`src/hw/timer_mode_defs.vh`:
```
// Register map, field positions, reset values and encodings of the timer mode block.
// Included by the timer and edge detector design files and by the bench; holds definitions only.
`ifndef TIMER_MODE_DEFS_VH
`define TIMER_MODE_DEFS_VH

// Byte addresses on the APB register bus.
`define ADDR_MODE_CTRL 8'h00
`define ADDR_MODE_BITOP 8'h04
`define ADDR_CMP_A 8'h08
`define ADDR_CMP_B 8'h0C
`define ADDR_PRESCALER 8'h10
`define ADDR_COUNT 8'h14
`define ADDR_IRQ_STATUS 8'h18
`define ADDR_IRQ_CLEAR 8'h1C
`define ADDR_IRQ_ENABLE 8'h20

// Fields of the mode control register.
`define MODE_OVF_BIT 0
`define MODE_OTC_BIT 1
`define MODE_OP_LO 2
`define MODE_OP_HI 3
`define MODE_LIVE_MASK 8'h0F
`define MODE_RESET 8'h00

// Fields of the single-bit update register.
`define BITOP_IDX_HI 2
`define BITOP_VAL_BIT 8

// Edge select field of the prescaler mode register.
`define PRM_ES_LO 4
`define PRM_ES_HI 5
`define PRM_RESET 8'h00

// Operating-mode encodings.
`define OPM_STOP 2'h0
`define OPM_FREE 2'h1
`define OPM_EDGE_CLR 2'h2
`define OPM_MATCH_CLR 2'h3

// Edge select encodings.
`define ES_FALL 2'h0
`define ES_RISE 2'h1
`define ES_NONE 2'h2
`define ES_BOTH 2'h3

// Interrupt event bit positions.
`define EV_OVF 0
`define EV_MATCH_A 1
`define EV_MATCH_B 2
`define EV_EDGE 3
`define EV_COUNT 4

`define COUNT_MAX 16'hFFFF

`endif

```
`src/hw/timer_mode_control.v`:
```
// Mode control of a 16-bit timer/event counter with an APB register slave.
// Assumes a single core_clk at 250 MHz and an ext_timer_input synchronous to it.
//
// Local design decisions: register access over APB and the placing of the registers.
`timescale 1ns/1ps
`include "timer_mode_defs.vh"

// Operation
// - Eight-bit mode register, byte or bit writes
// - Mode register resets to zero, counter stopped
// - Counting follows nonzero mode, stops at zero
// - Mode decode: stop, free, edge-clear, match-clear
// - Output toggles on either compare match
// - Option adds external edge as toggle source
// - Counter wrap from maximum sets overflow
// - Overflow cleared by writing zero or stopping
// - Stopping clears the counter to zero
// - Prescaler bits 5 and 4 pick edge
module timer_mode_control (
   // Clock and reset.
   input wire core_clk,
   input wire resetn,
   // APB slave.
   input wire psel,
   input wire penable,
   input wire pwrite,
   input wire [7:0] paddr,
   input wire [31:0] pwdata,
   output reg [31:0] prdata,
   output wire pready,
   output wire pslverr,
   // Timer pins.
   input wire ext_timer_input,
   output reg timer_output,
   // Interrupt.
   output wire irq
);

   // Register state.
   reg [1:0] op_mode_r;
   reg out_toggle_cond_r;
   reg overflow_flag_r;
   reg [15:0] compare_reg_a_r;
   reg [15:0] compare_reg_b_r;
   reg [7:0] prescaler_mode_reg_r;
   reg [15:0] timer_count_r;

   // Next values and decoded strobes.
   reg [1:0] op_mode_nxt;
   reg out_toggle_cond_nxt;
   reg overflow_flag_nxt;
   reg [15:0] timer_count_nxt;
   reg [7:0] mode_wval;
   reg [31:0] rdata_nxt;
   reg addr_hit;
   reg timer_output_nxt;
   reg edge_clr_mode;
   reg match_clr_mode;

   wire [7:0] mode_byte;
   wire setup_ph;
   wire wr_en;
   wire mode_wr;
   wire bitop_wr;
   wire [2:0] bitop_idx;
   wire mode_any_wr;
   wire cmp_a_wr;
   wire cmp_b_wr;
   wire prescaler_wr;
   wire irq_clr_wr;
   wire irq_en_wr;
   wire rd_setup;
   wire [1:0] edge_sel;
   wire [15:0] count_inc;
   wire at_max;
   wire stop_next;
   wire running;
   wire edge_evt;
   wire match_a;
   wire match_b;
   wire clear_evt;
   wire wrap_evt;
   wire edge_toggle;
   wire toggle_evt;
   wire [`EV_COUNT-1:0] events;
   wire [`EV_COUNT-1:0] irq_status;
   wire [`EV_COUNT-1:0] irq_enable;

   // APB decode.

   // The slave never inserts wait states, so every access completes in its first access cycle.
   assign pready = 1'b1;
   assign setup_ph = psel & ~penable;
   assign wr_en = psel & penable & pwrite & addr_hit;
   // An unmapped address answers with an error and changes no register.
   assign pslverr = psel & penable & ~addr_hit;

   assign mode_wr = wr_en && (paddr == `ADDR_MODE_CTRL);
   assign bitop_wr = wr_en && (paddr == `ADDR_MODE_BITOP);
   assign bitop_idx = pwdata[`BITOP_IDX_HI:0];
   assign mode_any_wr = mode_wr || bitop_wr;

   // One strobe per register keeps every address compare in this one place.
   assign cmp_a_wr = wr_en && (paddr == `ADDR_CMP_A);
   assign cmp_b_wr = wr_en && (paddr == `ADDR_CMP_B);
   assign prescaler_wr = wr_en && (paddr == `ADDR_PRESCALER);
   assign irq_clr_wr = wr_en && (paddr == `ADDR_IRQ_CLEAR);
   assign irq_en_wr = wr_en && (paddr == `ADDR_IRQ_ENABLE);
   // Read data is loaded in the setup cycle, so a fast-moving value such as the
   // running count is reported as it stood one cycle before the access edge.
   assign rd_setup = setup_ph && !pwrite;

   always @* begin
      case (paddr)
         `ADDR_MODE_CTRL,
         `ADDR_MODE_BITOP,
         `ADDR_CMP_A,
         `ADDR_CMP_B,
         `ADDR_PRESCALER,
         `ADDR_COUNT,
         `ADDR_IRQ_STATUS,
         `ADDR_IRQ_CLEAR,
         `ADDR_IRQ_ENABLE: addr_hit = 1'b1;
         default: addr_hit = 1'b0;
      endcase
   end

   // Mode control register.

   // Bits 7..4 do not exist and read as zero.
   assign mode_byte = {4'h0, op_mode_r, out_toggle_cond_r, overflow_flag_r};

   // A byte write replaces the register; a bit write changes one bit of the current
   // value, which is how software alters a single field without a read-modify-write.
   always @* begin
      mode_wval = mode_byte;
      if (mode_wr)
         mode_wval = pwdata[7:0];
      else if (bitop_wr)
         mode_wval[bitop_idx] = pwdata[`BITOP_VAL_BIT];
      mode_wval = mode_wval & `MODE_LIVE_MASK;
   end

   // Software is expected to write only a stop or an overflow clear while running;
   // the logic accepts any write and does not police that.
   always @* begin
      op_mode_nxt = op_mode_r;
      out_toggle_cond_nxt = out_toggle_cond_r;
      if (mode_any_wr) begin
         op_mode_nxt = mode_wval[`MODE_OP_HI:`MODE_OP_LO];
         out_toggle_cond_nxt = mode_wval[`MODE_OTC_BIT];
      end
   end

   // The flag has its own process: the wrap term depends on the next mode, and
   // sharing a process with the mode field would close a combinational loop.
   always @* begin
      overflow_flag_nxt = overflow_flag_r;
      // Writing 0 clears the flag; writing 1 sets it.
      if (mode_any_wr)
         overflow_flag_nxt = mode_wval[`MODE_OVF_BIT];
      // A stopped counter never holds an overflow.
      if (stop_next)
         overflow_flag_nxt = 1'b0;
      // A wrap in the very cycle of a clearing write still sets the flag.
      if (wrap_evt)
         overflow_flag_nxt = 1'b1;
   end

   always @(posedge core_clk) begin
      if (!resetn) begin
         // Reset leaves the counter stopped.
         op_mode_r <= 2'h0;
         out_toggle_cond_r <= 1'b0;
         overflow_flag_r <= 1'b0;
      end else begin
         op_mode_r <= op_mode_nxt;
         out_toggle_cond_r <= out_toggle_cond_nxt;
         overflow_flag_r <= overflow_flag_nxt;
      end
   end

   // Compare and prescaler registers.

   // Compare values are taken at any time; keeping them stable while running is
   // left to software, as the match logic compares them every cycle.
   always @(posedge core_clk) begin
      if (!resetn) begin
         compare_reg_a_r <= 16'h0000;
         compare_reg_b_r <= 16'h0000;
         prescaler_mode_reg_r <= `PRM_RESET;
      end else begin
         if (cmp_a_wr)
            compare_reg_a_r <= pwdata[15:0];
         if (cmp_b_wr)
            compare_reg_b_r <= pwdata[15:0];
         // Bits other than the edge select are stored only for readback.
         if (prescaler_wr)
            prescaler_mode_reg_r <= pwdata[7:0];
      end
   end

   // External edge detection.

   // The valid edge is chosen by the prescaler edge-select field.
   // A code with no valid edge leaves the edge clear and the edge toggle idle.
   assign edge_sel = prescaler_mode_reg_r[`PRM_ES_HI:`PRM_ES_LO];

   input_edge_detect input_edge_detect_inst (
      .core_clk(core_clk),
      .resetn(resetn),
      .sig_in(ext_timer_input),
      .edge_sel(edge_sel),
      .edge_evt(edge_evt)
   );

   // Counter.

   // The count advances in every cycle in which the mode field holds a nonzero value and no clear event or stop write loads zero;
   // with the field at zero the counter receives no count enable at all.
   assign running = (op_mode_r != `OPM_STOP);
   assign match_a = running && (timer_count_r == compare_reg_a_r);
   assign match_b = running && (timer_count_r == compare_reg_b_r);

   // The increment rolls over from the maximum back to zero by itself.
   assign count_inc = timer_count_r + 16'h0001;
   assign at_max = (timer_count_r == `COUNT_MAX);
   // Stopping takes effect at the edge of the stop write itself.
   assign stop_next = (op_mode_nxt == `OPM_STOP);

   // Which clear-and-start source, if any, the present mode listens to.
   always @* begin
      edge_clr_mode = 1'b0;
      match_clr_mode = 1'b0;
      case (op_mode_r)
         `OPM_EDGE_CLR: edge_clr_mode = 1'b1;
         `OPM_MATCH_CLR: match_clr_mode = 1'b1;
         default: edge_clr_mode = 1'b0;
      endcase
   end

   assign clear_evt = (edge_clr_mode && edge_evt) || (match_clr_mode && match_a);

   // A clear-and-start from the maximum value is a restart, not an overflow.
   assign wrap_evt = running && !clear_evt && !stop_next && at_max;

   always @* begin
      timer_count_nxt = timer_count_r;
      case (op_mode_r)
         `OPM_STOP: timer_count_nxt = 16'h0000;
         `OPM_FREE: timer_count_nxt = count_inc;
         `OPM_EDGE_CLR,
         `OPM_MATCH_CLR: begin
            if (clear_evt)
               timer_count_nxt = 16'h0000;
            else
               timer_count_nxt = count_inc;
         end
         default: timer_count_nxt = 16'h0000;
      endcase
      // A write of the stop code empties the counter at once.
      if (stop_next)
         timer_count_nxt = 16'h0000;
   end

   always @(posedge core_clk) begin
      if (!resetn)
         timer_count_r <= 16'h0000;
      else
         timer_count_r <= timer_count_nxt;
   end

   // Timer output.

   // Matches always toggle the pin; the external edge joins only with the
   // condition bit set.
   assign edge_toggle = out_toggle_cond_r && running && edge_evt;
   assign toggle_evt = match_a || match_b || edge_toggle;

   always @* begin
      timer_output_nxt = timer_output;
      if (toggle_evt)
         timer_output_nxt = ~timer_output;
   end

   always @(posedge core_clk) begin
      if (!resetn)
         timer_output <= 1'b0;
      else
         timer_output <= timer_output_nxt;
   end

   // Interrupts.

   assign events[`EV_OVF] = wrap_evt;
   assign events[`EV_MATCH_A] = match_a;
   assign events[`EV_MATCH_B] = match_b;
   // The edge event counts only while running, so a stopped timer raises nothing.
   assign events[`EV_EDGE] = running && edge_evt;

   event_irq_ctrl #(
      .N(`EV_COUNT)
   ) event_irq_ctrl_inst (
      .core_clk(core_clk),
      .resetn(resetn),
      .evt(events),
      .clr_wr(irq_clr_wr),
      .en_wr(irq_en_wr),
      .wdata(pwdata[`EV_COUNT-1:0]),
      .status_r(irq_status),
      .enable_r(irq_enable),
      .irq(irq)
   );

   // Read data.

   // Read data is captured in the setup cycle so that it leaves a flip-flop and
   // stands stable through the access cycle.
   always @* begin
      case (paddr)
         `ADDR_MODE_CTRL: rdata_nxt = {24'h000000, mode_byte};
         `ADDR_CMP_A: rdata_nxt = {16'h0000, compare_reg_a_r};
         `ADDR_CMP_B: rdata_nxt = {16'h0000, compare_reg_b_r};
         `ADDR_PRESCALER: rdata_nxt = {24'h000000, prescaler_mode_reg_r};
         `ADDR_COUNT: rdata_nxt = {16'h0000, timer_count_r};
         `ADDR_IRQ_STATUS: rdata_nxt = {28'h0000000, irq_status};
         `ADDR_IRQ_ENABLE: rdata_nxt = {28'h0000000, irq_enable};
         // The write-only bit-update and clear registers read as zero.
         `ADDR_MODE_BITOP,
         `ADDR_IRQ_CLEAR: rdata_nxt = 32'h00000000;
         default: rdata_nxt = 32'h00000000;
      endcase
   end

   always @(posedge core_clk) begin
      if (!resetn)
         prdata <= 32'h00000000;
      else if (rd_setup)
         prdata <= rdata_nxt;
   end

endmodule // timer_mode_control

```
`src/hw/input_edge_detect.v`:
```
// Valid-edge detector for the external timer input.
// Assumes the input is already synchronous to core_clk.
`timescale 1ns/1ps
`include "timer_mode_defs.vh"

module input_edge_detect (
   // Clock and reset.
   input wire core_clk,
   input wire resetn,
   // Input and edge selection.
   input wire sig_in,
   input wire [1:0] edge_sel,
   // One-cycle pulse on a selected edge.
   output reg edge_evt
);
   reg prev_r;
   reg primed_r;
   reg edge_nxt;

   // The first sample after reset only primes the history, so no false edge is seen.
   always @(posedge core_clk) begin
      if (!resetn) begin
         prev_r <= 1'b0;
         primed_r <= 1'b0;
      end else begin
         prev_r <= sig_in;
         primed_r <= 1'b1;
      end
   end

   always @* begin
      case (edge_sel)
         `ES_FALL: edge_nxt = prev_r & ~sig_in;
         `ES_RISE: edge_nxt = ~prev_r & sig_in;
         `ES_BOTH: edge_nxt = prev_r ^ sig_in;
         default: edge_nxt = 1'b0;
      endcase
      edge_evt = primed_r & edge_nxt;
   end
endmodule // input_edge_detect

```
`src/hw/event_irq_ctrl.v`:
```
// Sticky event status, write-one-to-clear, enable mask and one level interrupt.
// Assumes event pulses and register writes come from the same core_clk domain.
`timescale 1ns/1ps

module event_irq_ctrl #(
   parameter N = 4
) (
   // Clock and reset.
   input wire core_clk,
   input wire resetn,
   // Event pulses.
   input wire [N-1:0] evt,
   // Register writes.
   input wire clr_wr,
   input wire en_wr,
   input wire [N-1:0] wdata,
   // State and interrupt.
   output reg [N-1:0] status_r,
   output reg [N-1:0] enable_r,
   output wire irq
);
   genvar i;

   // A new event in the cycle of its clear keeps the bit set.
   generate
      for (i = 0; i < N; i = i + 1) begin : g_bit
         always @(posedge core_clk) begin
            if (!resetn) begin
               status_r[i] <= 1'b0;
               enable_r[i] <= 1'b0;
            end else begin
               if (evt[i])
                  status_r[i] <= 1'b1;
               else if (clr_wr && wdata[i])
                  status_r[i] <= 1'b0;
               if (en_wr)
                  enable_r[i] <= wdata[i];
            end
         end
      end
   endgenerate

   assign irq = |(status_r & enable_r);
endmodule // event_irq_ctrl

```
`config.mk`:
```
export PLATFORM = sky130hd
export DESIGN_NAME = timer_mode_control
export DESIGN_NICKNAME = d
export VERILOG_FILES = /design/src/hw/timer_mode_control.v /design/src/hw/input_edge_detect.v /design/src/hw/event_irq_ctrl.v
export VERILOG_INCLUDE_DIRS = /design/src /design/src/hw
export SDC_FILE = /design/constraint.sdc
export NUM_CORES = 1
export LEC_CHECK = 0
export ABC_AREA = 1
export BUFFER_PORTS_ARGS = -buffer_cell sky130_fd_sc_hd__buf_2
export CAP_MARGIN = 20
export CORE_MARGIN = 1.5
export CORE_UTILIZATION = 52
export CTS_BUF_LIST = sky130_fd_sc_hd__clkbuf_4
export DETAILED_ROUTE_END_ITERATION = 16
export PLACE_DENSITY_LB_ADDON = 0.2
export SETUP_SLACK_MARGIN = 0.05
export SLEW_MARGIN = 25
export SYNTH_ARGS = -nofsm -noshare
export SYNTH_HDL_FRONTEND = slang
export SYNTH_SLANG_ARGS = --single-unit
export TNS_END_PERCENT = 50
```
`constraint.sdc`:
```
create_clock -name core_clk -period 1.9 [get_ports core_clk]
set_input_delay 0.285 -clock core_clk [delete_from_list [all_inputs] [get_ports core_clk]]
set_output_delay 0.285 -clock core_clk [all_outputs]
set_load 0.005 [all_outputs]
```
; Word level (Yosys, flattened, before mapping)
; Cells that the tools add are included.
[classes]
muxes = 25
magnitude_cmp = 2
reduce_logical = 48
add_sub_neg = 1
n_eq_ne = 16
n_bitwise = 16
[ops]
columns = operator, count
row1 = $pmux W16 S7, 1
row2 = $pmux W16 S3, 1
row3 = $eq A16 B16 Y1, 2
row4 = $eq A8 B5 Y1 const B, 4
row5 = $logic_and A1 B1 Y1, 23
row6 = $add A16 B1 Y16 const B, 1
row7 = $eq A16 B16 Y1 const B, 1
row8 = $eq A8 B4 Y1 const B, 2
row9 = $mux W1, 16
row10 = $mux W16, 1
row11 = $reduce_bool A2 Y1, 6
row12 = $reduce_or A9 Y1, 1
row13 = $and A1 B1 Y1, 8
row14 = $bwmux W8, 1
row15 = $eq A8 B3 Y1 const B, 1
row16 = $eq A8 B6 Y1 const B, 1
row17 = $logic_not A8 Y1, 1
row18 = $mux W4, 2
row19 = $eq A2 B2 Y1 const B, 3
row20 = $logic_not A2 Y1, 3
row21 = $not A1 Y1, 6
row22 = $and A4 B4 Y4, 1
row23 = $eq A2 B1 Y1 const B, 2
row24 = $logic_or A1 B1 Y1, 4
row25 = other kinds (12), 16
[word_totals]
output_inout_bits = 36
inputBits = 46
elab_cells = 127
reg_bits = 103

; Longest topological paths before layout
; Gate-level depths: netlist of the first run.
[depth]
ltp_word = 14
depth_mapped = 13
mapped_depth_nobuf = 13

; Modules after synthesis
; Synthesis of the first run repeated with hierarchy kept, for this count alone.
[unflattened]
hier_cells = 731
area_unflattened_um2 = 4957.3
[by_module_without_submodules]
columns = module, seq_area_each_um2, instances, cells_each, area_each_um2
row1 = timer_mode_control, 1541.5, 1, 668, 4528.1
row2 = event_irq_ctrl, 160.2, 1, 43, 304.0
row3 = input_edge_detect, 40.0, 1, 20, 125.1

; Least setup slack after synthesis of the first run
; Ideal clock, no wire load.
[synth_timing]
kind = reg2reg
start = register timer_count_r[0]
end = register overflow_flag_r
stages_incl_launch_ff = 14
n_path_buf = 0
period_less_slack_ns = 1.768
arrival_ns = 1.712
required_time_ns = 1.844
path_slack_ns = 0.132
setup_ns = 0.056
cell_sequence = dfxtp_1 ha_1 nand2_1 inv_1 nand4_1 nor2_1 nand3_1 nor2_1 nand3_1 nor2_1 nand3_1 nand2_1 nand2_1 inv_1
[synth_via]
elab_chain_len = 10
word_cells_on_any_way = 13
cone_classes = 2 x eq/ne / 1 x mux / 10 x reduce/logical
[synth_lines]
columns = item, line
row1 = from (decl), timer_mode_control.v:46  ; reg [15:0] timer_count_r;
row2 = from (signal assigned), timer_mode_control.v:270  ; timer_count_r <= timer_count_nxt;
row3 = $eq A16 B16 Y1, timer_mode_control.v:222  ; assign match_a = running && (timer_count_r == compare_reg_a_r);
row4 = $logic_and A1 B1 Y1, timer_mode_control.v:222
row5 = $logic_and A1 B1 Y1, timer_mode_control.v:242  ; assign clear_evt = (edge_clr_mode && edge_evt) || (match_clr_mode && match_a);
row6 = $logic_or A1 B1 Y1, timer_mode_control.v:242
row7 = $logic_not A1 Y1, timer_mode_control.v:245  ; assign wrap_evt = running && !clear_evt && !stop_next && at_max;
row8 = $logic_and A1 B1 Y1 (2 in series), timer_mode_control.v:245
row9 = $logic_and A1 B1 Y1 *, timer_mode_control.v:245
row10 = $reduce_bool A4 Y1 (no line) or $reduce_bool A3 Y1 (tied branches), -
row11 = $reduce_and A2 Y1 (no line), -
row12 = to (signal assigned), timer_mode_control.v:179  ; overflow_flag_r <= overflow_flag_nxt;
row13 = to (decl), timer_mode_control.v:42  ; reg overflow_flag_r;
; Mark *: on every way between the ends. The rest lies on a longest branch, timed or not.
; A chain may end at the register's enable or synchronous reset.

; Worst setup path in the final report of the first run
[layout_timing]
start = register timer_count_r[0]
end = register timer_count_r[15]
[layout_via]
elab_chain_len = 6
word_cells_on_any_way = 7
cone_classes = 1 x add/sub / 1 x eq/ne / 2 x mux / 3 x reduce/logical
[layout_lines]
columns = item, line
row1 = "parallel branches: the longest is 5 deep, another holds $add A16 B1 Y16", -
row2 = $pmux W16 S3 *, timer_mode_control.v:249  ; case (op_mode_r)
; Every way passes the cells marked *.

==> results of run 1 <==
-- routing by layer --
layer | part of all wire, % | GRT usage [%] | routed length, um
met1 | 42 | 34.03 | 5299
met2 | 48 | 45.78 | 6108
met3 | 6.4 | 3.309 | 817
met4 | 3.6 | 14.95 | 459
met5 | 0 | 0 | 0
-- worst min path at each step --
stage	end	slack, ps	cells past startpoint	start
global route	input_edge_detect_inst.prev_r	90	3	ext_timer_input
CTS	input_edge_detect_inst.prev_r	60	3	ext_timer_input
detailed placement	prdata[15]	460	2	prdata[15]
floorplan	input_edge_detect_inst.primed_r	310	0	resetn
finish	input_edge_detect_inst.prev_r	80	3	ext_timer_input
global placement	prescaler_mode_reg_r[3]	440	2	prescaler_mode_reg_r[3]
-- logic make-up after synthesis --
| family | after synthesis |
|---|---|
| AO/OA/AOI/OAI | 167 |
| flip-flops | 87 |
| adder cells (fa/ha/maj) | 3 |
| other | 2 |
| XOR/XNOR | 23 |
| AND/OR/NAND/NOR | 244 |
| buffers and inverters | 130 |
-- placed cells by master (no fill, tap or decap), drive strengths merged --
cell,instances
buf,91
o21ai,68
nand3,33
dfxtp,87
nand4,11
nand2,121
bufinv,3
a221oi,1
a31oi,1
clkbuf,9
a21oi,71
nor2,70
or2,1
o2111ai,6
conb,17
clkinv,4
xnor2,15
o221ai,4
nor3,7
xor2,8
o22ai,14
inv,88
ha,3
and3,1
o211ai,2
-- repair_timing --
action,CTS,global route
pin swaps,3,9
resized for setup,10,23
setup buffers,6,1
setup endpoints to repair,3,17
-- worst max-delay path, cell delays in order, from the launching register on --
cell	delay, ps
dfxtp_4	380
buf_6	120
nand3_2	130
nor2_4	140
inv_2	70
nor2_4	90
nand2_2	80
nor2_4	130
nand3_2	100
nor2_2	140
nor2_1	50
nor2_1	100
nand3_1	90
nor2_2	110
-- power by group through the flow --
| stage | logic (uW) | clock network (uW) | registers [uW] |
|---|---|---|---|
| CTS | 160 | 1360 | 1830 |
| global placement | 155 | 0 | 1870 |
| finish | 161 | 1340 | 1820 |
| detailed placement | 160 | 0 | 1870 |
| floorplan | 107 | 0 | 1870 |
| global route | 179 | 1420 | 1830 |
-- sequential cells by signal, summed over array words and instances, names as in the netlist --
signal	count
compare_reg_a_r	16
compare_reg_b_r	16
event_irq_ctrl_inst.enable_r	4
event_irq_ctrl_inst.status_r	4
input_edge_detect_inst.prev_r	1
input_edge_detect_inst.primed_r	1
op_mode_r	2
out_toggle_cond_r	1
overflow_flag_r	1
prdata	16
prescaler_mode_reg_r	8
timer_count_r	16
timer_output	1
-- final cells by class --
type	count	area [um2]
Clock buffer	9	67.56
Fill cell	790	3194
Sequential cell	87	1750
Timing Repair Buffer	91	608.1
Clock inverter	6	116.4
Tap cell	108	135.1
Multi-Input combinational cell	454	2470
Inverter	89	336.6
-- per-stage QoR --
step                TNS [ps]  utilization, %  setup WS (ps)  total power (uW)
finish                     0           63.19          113.1              3321
global route          -17.42           63.19         -17.42              3430
CTS                        0           62.18          32.76              3348
detailed placement    -241.7           59.20         -39.31              2028
global placement      -33.42           59.20         -18.68              2022
floorplan                  0               -          131.7              1974
==> impl_metrics.json, run 1 <==
{
  "dpl.cell_count": 823,
  "ctsRootBufferMaster": "clkbuf_4",
  "hold_slack_ps": 80.06,
  "status": "finished clean",
  "placement_rows": 34,
  "synth_warnings": 0,
  "yosysMostFrequentCell": "nand2_1",
  "period_share_pct": 94.05,
  "period_minus_slack_ps": 1787,
  "sw_frac_of_total_pct": 23.30,
  "p_comb_share_pct": 4.8,
  "dr.pass1.iters": 5,
  "worst_setup_path_end_kind": "flop",
  "numCtsBuffers": 9,
  "core_um2": 8678,
  "antenna_found_initial": 0,
  "clockBufferDepth": 2,
  "r2r_end": "timer_count_r[15]",
  "synth-seq-area-share_pct": 37.71,
  "fin_cells": 844,
  "routed_wl_mm": 12.68,
  "seq_power_share_pct": 55.0,
  "routed-via-count": 4585,
  "ios": 82,
  "ir_drop_mv": 0.3161,
  "placed_area_um2": 5137,
  "drcViolationCount": 0,
  "grt_pass1_wl_mm": 20.77,
  "synth_edf_count": 0,
  "yosys.area_share.simple_pct": 24.84,
  "clk_pin_slew_ps": 140,
  "drt_iter0_markers": 264,
  "initial_utilization_pct": 53.22,
  "cp_data_required_time_ps": 2280,
  "design_area_um2": 5484,
  "synthArstFlopShare_pct": 0,
  "grt_use_total_pct": 27.24,
  "area_growth_pct": 18.75,
  "cts_tree": "built",
  "crit_end": "timer_count_r[15]",
  "synth-seq-cells": 87,
  "clock-sinks": 87,
  "yosys.area_share.xor_xnor_pct": 4.362,
  "layout.nets": 781,
  "reg2reg_from": "timer_count_r[0]",
  "p_switching_uw": 773.7,
  "wire_per_inst_um": 15.03,
  "grt-ovfl-total": 0,
  "grt_pass1_vias": 4318,
  "pwr_density_cell_nw_per_um2": 605.6,
  "ant_nets": 0,
  "critPathKind": "reg2reg",
  "setup_violations": 0,
  "cap_viol_max_count": 0,
  "worstPathMaxFanout": 6,
  "fmax_mhz": 559.6,
  "synth_area_um2": 4618,
  "leakagePower_uw": 0.002125,
  "synth_top_area_share_pct": 37.71,
  "die-area_um2": 9456,
  "via_per_inst": 5.432,
  "worstSetupStartpointType": "flop",
  "grt_max_degree": 44,
  "critical_path_arrival_ps": 2170,
  "htreeDepth": 3,
  "power_frac_clock_pct": 40.2,
  "io_buffer_count": 48,
  "ys.flop_type": "dfxtp_1",
  "synth_top_family_by_area": "simple AND/OR/NAND/NOR gates",
  "min-delay-path-class": "in2reg",
  "insertion_delay_ps": 440,
  "synth.distinct_cells": 37,
  "synthTopCellsByCount": "nand2_1 (112), dfxtp_1 (87), inv_1 (84), a21oi_1 (70), o21ai_0 (61)",
  "slew_viol_final": 0,
  "critPathLaunch": "timer_count_r[0]",
  "r2r_cells": 13,
  "skew_ps": 20.46,
  "synth_compound_area_share_pct": 19.89,
  "die_h_um": 97.24,
  "r2r_setup_slack_ps": 110,
  "dp_hpwl_mm": 9.508,
  "n_antenna_cell": 0,
  "finalHoldViolCount": 0,
  "die_w_um": 97.24,
  "p_int_uw": 2547,
  "syn_avg_cell_area_um2": 7.040,
  "gp_congestion": 0.8880,
  "synth.area.mux_share_pct": 0,
  "synth_fa_ha_area_share_pct": 0.8128,
  "synth_cells": 656,
  "rsz0062_at_grt": "yes",
  "synth_area_leaders": "dfxtp_1 (38%), nand2_1 (9.1%), a21oi_1 (7.6%), inv_1 (6.8%), o21ai_0 (6.6%)",
  "drive_gt1_share_pct": 23.37,
  "hold_buffers": 0,
  "synth_top_area_cell": "dfxtp_1"
}
No activity file was read; power rests on OpenSTA's default activity.
==> inputs of run 2 (changes only) <==
CORE_ASPECT_RATIO = 1.1   (was unset)
==> run 2 against run 1 <==
Net effect:
- setup slack better by 32 ps
- combinational power about the same
- cell area is 1.7% lower
- critical path depth is the same
- sequential share of layout area grew 0.53 points
- die area hardly changed
- hold slack got worse by 38 ps
- routed wire length is essentially flat
- register-to-register slack better by 30 ps
- clock power shrank 7%
- sequential power barely moved
- non-clock buffer count decreased by 4
- critical path type unchanged
- critical endpoint is now overflow_flag_r
- largest cell class unchanged
==> impl_metrics.json, run 2 (synthesis gave the netlist of run 1 again) <==
{
  "gp_congestion": 0.8914,
  "min-delay-path-class": "in2reg",
  "layout_commonest_cell": "nand2_1",
  "crit_end": "overflow_flag_r",
  "slowest_stage": "dfxtp_4",
  "cp_data_required_time_ps": 2300,
  "antenna_found_initial": 0,
  "clock-sinks": 87,
  "n_antenna_cell": 0,
  "pwr_density_cell_nw_per_um2": 598.7,
  "grt_use_total_pct": 27.92,
  "core_um2": 8496,
  "area_growth_pct": 16.72,
  "worstSetupStartpointType": "flop",
  "ant_nets": 0,
  "critPathKind": "reg2reg",
  "grt_max_degree": 44,
  "dr.pass1.iters": 5,
  "die_h_um": 101.8,
  "dp_hpwl_mm": 9.387,
  "grt_pass1_vias": 4341,
  "grt-ovfl-total": 0,
  "final_cell_mix": "nand2_1 (110), dfxtp_1 (85), inv_1 (83)",
  "critPathLaunch": "timer_count_r[1]",
  "insertion_delay_ps": 460,
  "finalHoldViolCount": 0,
  "crit_cells": 13,
  "cp_num_buf_inv": 2,
  "wire_per_inst_um": 15.02,
  "die_w_um": 92.86,
  "setup_violations": 0,
  "cts_tree": "built",
  "crit_chain": "ha_4 > nand2_2 > inv_2 > nand4_1 > nor2_2 > nand3_2 > nor2_4 > nand3_2 > nor2_4 > nand3_2 > nand2_1 > nand2_1 > inv_1",
  "critical_path_arrival_ps": 2160,
  "r2r_end": "overflow_flag_r",
  "slew_viol_final": 0,
  "fmax_mhz": 569.9,
  "initial_utilization_pct": 54.36,
  "routed_wl_mm": 12.67,
  "period_minus_slack_ps": 1755,
  "n_fill_cell": 792,
  "r2r_setup_slack_ps": 150,
  "cpPeakStageDelay_ps": 390,
  "fin_ws_ps": 145.2,
  "ctsRootBufferMaster": "clkbuf_4",
  "placement_rows": 35,
  "via_per_inst": 5.434,
  "routed-via-count": 4586,
  "cp_common_cell": "nand3_2",
  "leakagePower_uw": 0.002071,
  "period_share_pct": 92.36,
  "r2r_cells": 13,
  "drcViolationCount": 0,
  "design_area_um2": 5390,
  "ir_drop_mv": 0.2817,
  "grt_pass1_wl_mm": 20.43,
  "die-area_um2": 9456,
  "crit_family": "simple AND/OR/NAND/NOR gates",
  "rsz0062_at_grt": "yes",
  "io_buffer_count": 48,
  "pre_cts_ws_ps": -48.56,
  "drt_iter0_markers": 229,
  "clockBufferDepth": 2,
  "clk_pin_slew_ps": 140,
  "placed_area_um2": 5089,
  "ios": 82,
  "worst_setup_path_end_kind": "flop",
  "worstPathMaxFanout": 2,
  "cap_viol_max_count": 0,
  "status": "finished clean",
  "numCtsBuffers": 9,
  "htreeDepth": 3,
  "reg2reg_from": "timer_count_r[1]",
  "skew_ps": 27.41,
  "layout.nets": 777,
  "drive_gt1_share_pct": 22.51
}
run 2: what timing repair did:
| action | CTS | global route |
|---|---|---|
| resized for setup | 9 | 19 |
| setup buffers | 2 | 2 |
| hold buffers | 0 | 0 |
| endpoints found under the setup margin | 4 | 11 |
| pin swaps | 3 | 8 |
run 2: stage by stage:
| step | TNS (ps) | util, % | hold WS, ps | total power [uW] | std cells |
|---|---|---|---|---|---|
| 3_3_place_gp | 0 | 59.90 | 443.2 | 2020 | 824 |
| 5_1_grt | 0 | 63.45 | 70.41 | 3328 | 844 |
| 3_5_place_dp | -561.9 | 59.90 | 446.9 | 2024 | 824 |
| 4_1_cts | 0 | 62.43 | 31.64 | 3239 | 842 |
| 2_1_floorplan | 0 | - | 312.7 | 1974 | 671 |
| 6_report | 0 | 63.45 | 42.41 | 3227 | 844 |
run 2: worst min-delay path by stage:
stage	cells past startpoint	slack, ps	from	end
global route	3	70	ext_timer_input	input_edge_detect_inst.prev_r
CTS	3	30	ext_timer_input	input_edge_detect_inst.prev_r
global placement	2	440	prescaler_mode_reg_r[3]	prescaler_mode_reg_r[3]
floorplan	0	310	resetn	input_edge_detect_inst.primed_r
detailed placement	2	450	prescaler_mode_reg_r[6]	prescaler_mode_reg_r[6]
finish	3	40	ext_timer_input	input_edge_detect_inst.prev_r
run 2: cell type report:
type	instances	area (um2)	share of cell area, %
multi-input cells	454	2455	45.54
flip-flops and latches	87	1749	32.45
clock buffers	9	67.56	1.253
well taps	111	138.9	2.577
clock inverters	7	102.6	1.903
repair buffers	87	540.5	10.03
inverters	89	336.6	6.244
run 2: per-layer routing:
layer / global-route usage, % / vias to the layer above / wire length (um)
met3: 2.976 / 32 / 730
met1: 34.17 / 2128 / 5270
met4: 15.50 / 0 / 527
li1: - / 2256 / -
met2: 48.18 / 170 / 6145
met5: 0 / - / 0
run 2: tightest hold or removal path, cell delays in order:
cell,delay [ps]
buf_2,100
nand2_1,50
inv_1,40
run 2: power by group:
part | internal (uW) | total [uW] | switching [uW]
Combinational | 50.4 | 160 | 109
Sequential | 1820 | 1830 | 0.797
Clock | 547 | 1240 | 696
==> inputs of run 3 (changes only) <==
ABC_AREA = unset   (was 1)
==> run 3 against run 2 <==
Net effect:
- via count down 6.5%
- first-iteration DRC count grew 30%
- sequential share of layout area decreased by 0.62 points
- critical endpoint is now timer_count_r[11]
==> impl_metrics.json, run 3 <==
{
  "cts_tree": "built",
  "cp_data_required_time_ps": 2250,
  "cap_viol_max_count": 0,
  "p_total_uw": 3178,
  "finalHoldViolCount": 0,
  "cp_common_cell": "or4_4",
  "layout.nets": 674,
  "die_h_um": 100.6,
  "synth_warnings": 0,
  "routed_wl_mm": 12.59,
  "leakagePower_uw": 0.002260,
  "area_growth_pct": 21.94,
  "period_share_pct": 99.89,
  "initial_utilization_pct": 53.51,
  "slew_viol_final": 0,
  "ant_nets": 0,
  "gp_congestion": 0.9360,
  "clockBufferDepth": 2,
  "core_um2": 8408,
  "clk_pin_slew_ps": 150,
  "slowest_stage": "or4_4",
  "ctsRootBufferMaster": "clkbuf_4",
  "synthTopCellsByCount": "dfxtp_1 (87), nor2_1 (62), nand2_1 (49), nand3_1 (37)",
  "die-area_um2": 9220,
  "layout_commonest_cell": "dfxtp_1",
  "ys.flop_type": "dfxtp_1",
  "status": "finished clean",
  "grt_pass1_vias": 4110,
  "synth_top_area_cell": "dfxtp_1",
  "min-delay-path-class": "in2reg",
  "dp_hpwl_mm": 9.311,
  "pwr_density_cell_nw_per_um2": 579.2,
  "ir_drop_mv": 0.3666,
  "synth_area_um2": 4499,
  "setup_violations": 0,
  "drt_iter0_markers": 297,
  "die_w_um": 91.69,
  "crit_chain": "buf_6 > or4_4 > or4_4 > o311a_4 > o22ai_4 > clkbuf_16 > nor2_1",
  "numCtsBuffers": 9,
  "synth_edf_count": 0,
  "critical_path_arrival_ps": 2250,
  "ios": 82,
  "fin_util_pct": 65.25,
  "period_minus_slack_ps": 1898,
  "placement_rows": 35,
  "final_cell_mix": "dfxtp_1 (83), buf_4 (68), nor2_1 (51)",
  "synthArstFlopShare_pct": 0,
  "dr.pass1.iters": 5,
  "worst_setup_path_end_kind": "flop",
  "yosysMostFrequentCell": "dfxtp_1",
  "skew_ps": 19.41,
  "synth_top_area_share_pct": 38.71,
  "drive_gt1_share_pct": 27.14,
  "grt_use_total_pct": 28.12,
  "io_buffer_count": 48,
  "worstSetupStartpointType": "input port",
  "grt_max_degree": 36,
  "drcViolationCount": 0,
  "synth_area_leaders": "dfxtp_1 (39%), xor2_1 (6.8%), mux2i_1 (5.8%), nor2_1 (5.2%), nand3_1 (4.1%)",
  "worstPathMaxFanout": 8,
  "cpPeakStageDelay_ps": 530,
  "synth-seq-cells": 87,
  "relSlewSlack_pct": 61.69,
  "grt-ovfl-total": 0,
  "wire_per_inst_um": 16.99,
  "fmax_mhz": 526.9,
  "critPathKind": "in2reg",
  "grt_pass1_wl_mm": 20.11,
  "synth.distinct_cells": 53,
  "cp_num_buf_inv": 2,
  "insertion_delay_ps": 440,
  "clock-sinks": 87,
  "via_per_inst": 5.789,
  "n_antenna_cell": 0,
  "htreeDepth": 3,
  "crit_family": "simple AND/OR/NAND/NOR gates",
  "tns_ps": 0,
  "synth-seq-area-share_pct": 38.71,
  "synth_cells": 539,
  "syn_avg_cell_area_um2": 8.348,
  "tightest_slew_ps": 574.7,
  "routed-via-count": 4290,
  "antenna_found_initial": 0,
  "rsz0062_at_grt": "yes"
}
run 3: cell types whose count changed after synthesis, sizes merged, moves of 11 or more:
cell | before | now
clkbuf | 16 | 34
a22oi | 0 | 16
a21oi | 71 | 35
nand2 | 121 | 49
inv | 86 | 5
o21ai | 68 | 14
mux2i | 0 | 26
o22ai | 14 | 2
xor2 | 8 | 35
nor4 | 0 | 11
run 3: per-stage QoR:
step / cells / area, um2 / worst slack [ps] / hold slack [ps]
2_1_floorplan: 554 / 4561 / -419.6 / 312.7
5_1_grt: 741 / 5487 / -26.64 / 52.22
4_1_cts: 740 / 5365 / 37.96 / 62.30
3_3_place_gp: 724 / 5213 / -372.3 / 447.3
6_report: 741 / 5487 / 2.105 / 66.34
3_5_place_dp: 724 / 5213 / -414.0 / 451.3
run 3: worst reg2reg max path, cell delays in order (launching register included):
cell	delay (ps)
dfxtp_2	360
inv_2	30
ha_2	150
nor2b_2	140
o21ai_1	130
buf_4	140
nand2_2	50
a211oi_2	190
buf_4	170
o22ai_4	90
clkbuf_16	180
nor2_2	100
run 3: final timing paths:
| kind | start | end | slack [ps] | depth (start not counted) |
|---|---|---|---|---|
| min reg2reg | prescaler_mode_reg_r[0] | prescaler_mode_reg_r[0] | 480 | 2 |
| max | paddr[7] | timer_count_r[11] | 2 | 7 |
| max reg2reg | input_edge_detect_inst.prev_r | timer_count_r[10] | 110 | 11 |
| min | ext_timer_input | input_edge_detect_inst.prev_r | 70 | 3 |
run 3: cell families after synthesis:
kind of cell	Yosys count	share of synthesized area (%)
XOR/XNOR	47	9.149
AO/OA/AOI/OAI	107	16.74
buffers and inverters	65	7.286
AND/OR/NAND/NOR	201	21.08
adder cells (fa/ha/maj)	3	0.8343
flip-flops	87	38.71
multiplexers	27	6.034
other	2	0.1669
run 3: per-layer routing:
metal,GRT usage [%],share of wire [%],vias to the layer above
li1,-,-,2030
met1,32.58,40,2034
met2,50.52,50,177
met3,4.148,5.6,49
met4,14.32,5.0,0
met5,0,0,-
run 3: repair_timing:
| item | 4_1_cts | 5_1_grt |
|---|---|---|
| gates cloned | 0 | 1 |
| gates resized for setup | 1 | 31 |
| endpoints found under the setup margin | 4 | 20 |
| setup buffers | 0 | 0 |
| hold buffers | 0 | 0 |
| pin swaps | 0 | 10 |
run 3: cell type report:
type	count	area (um2)
flip-flops and latches	87	1747
repair buffers	120	842.1
fillers	701	2922
well taps	111	138.9
clock buffers	9	67.56
clock inverters	7	83.83
multi-input cells	402	2589
inverters	5	18.77
run 3: power by group:
part           switching (uW)  total [uW]  internal [uW]  leakage [uW]
combinational             140         237           96.3       0.00148
sequential               7.03        1850           1840      0.000704
clock                     678        1090            417     0.0000769
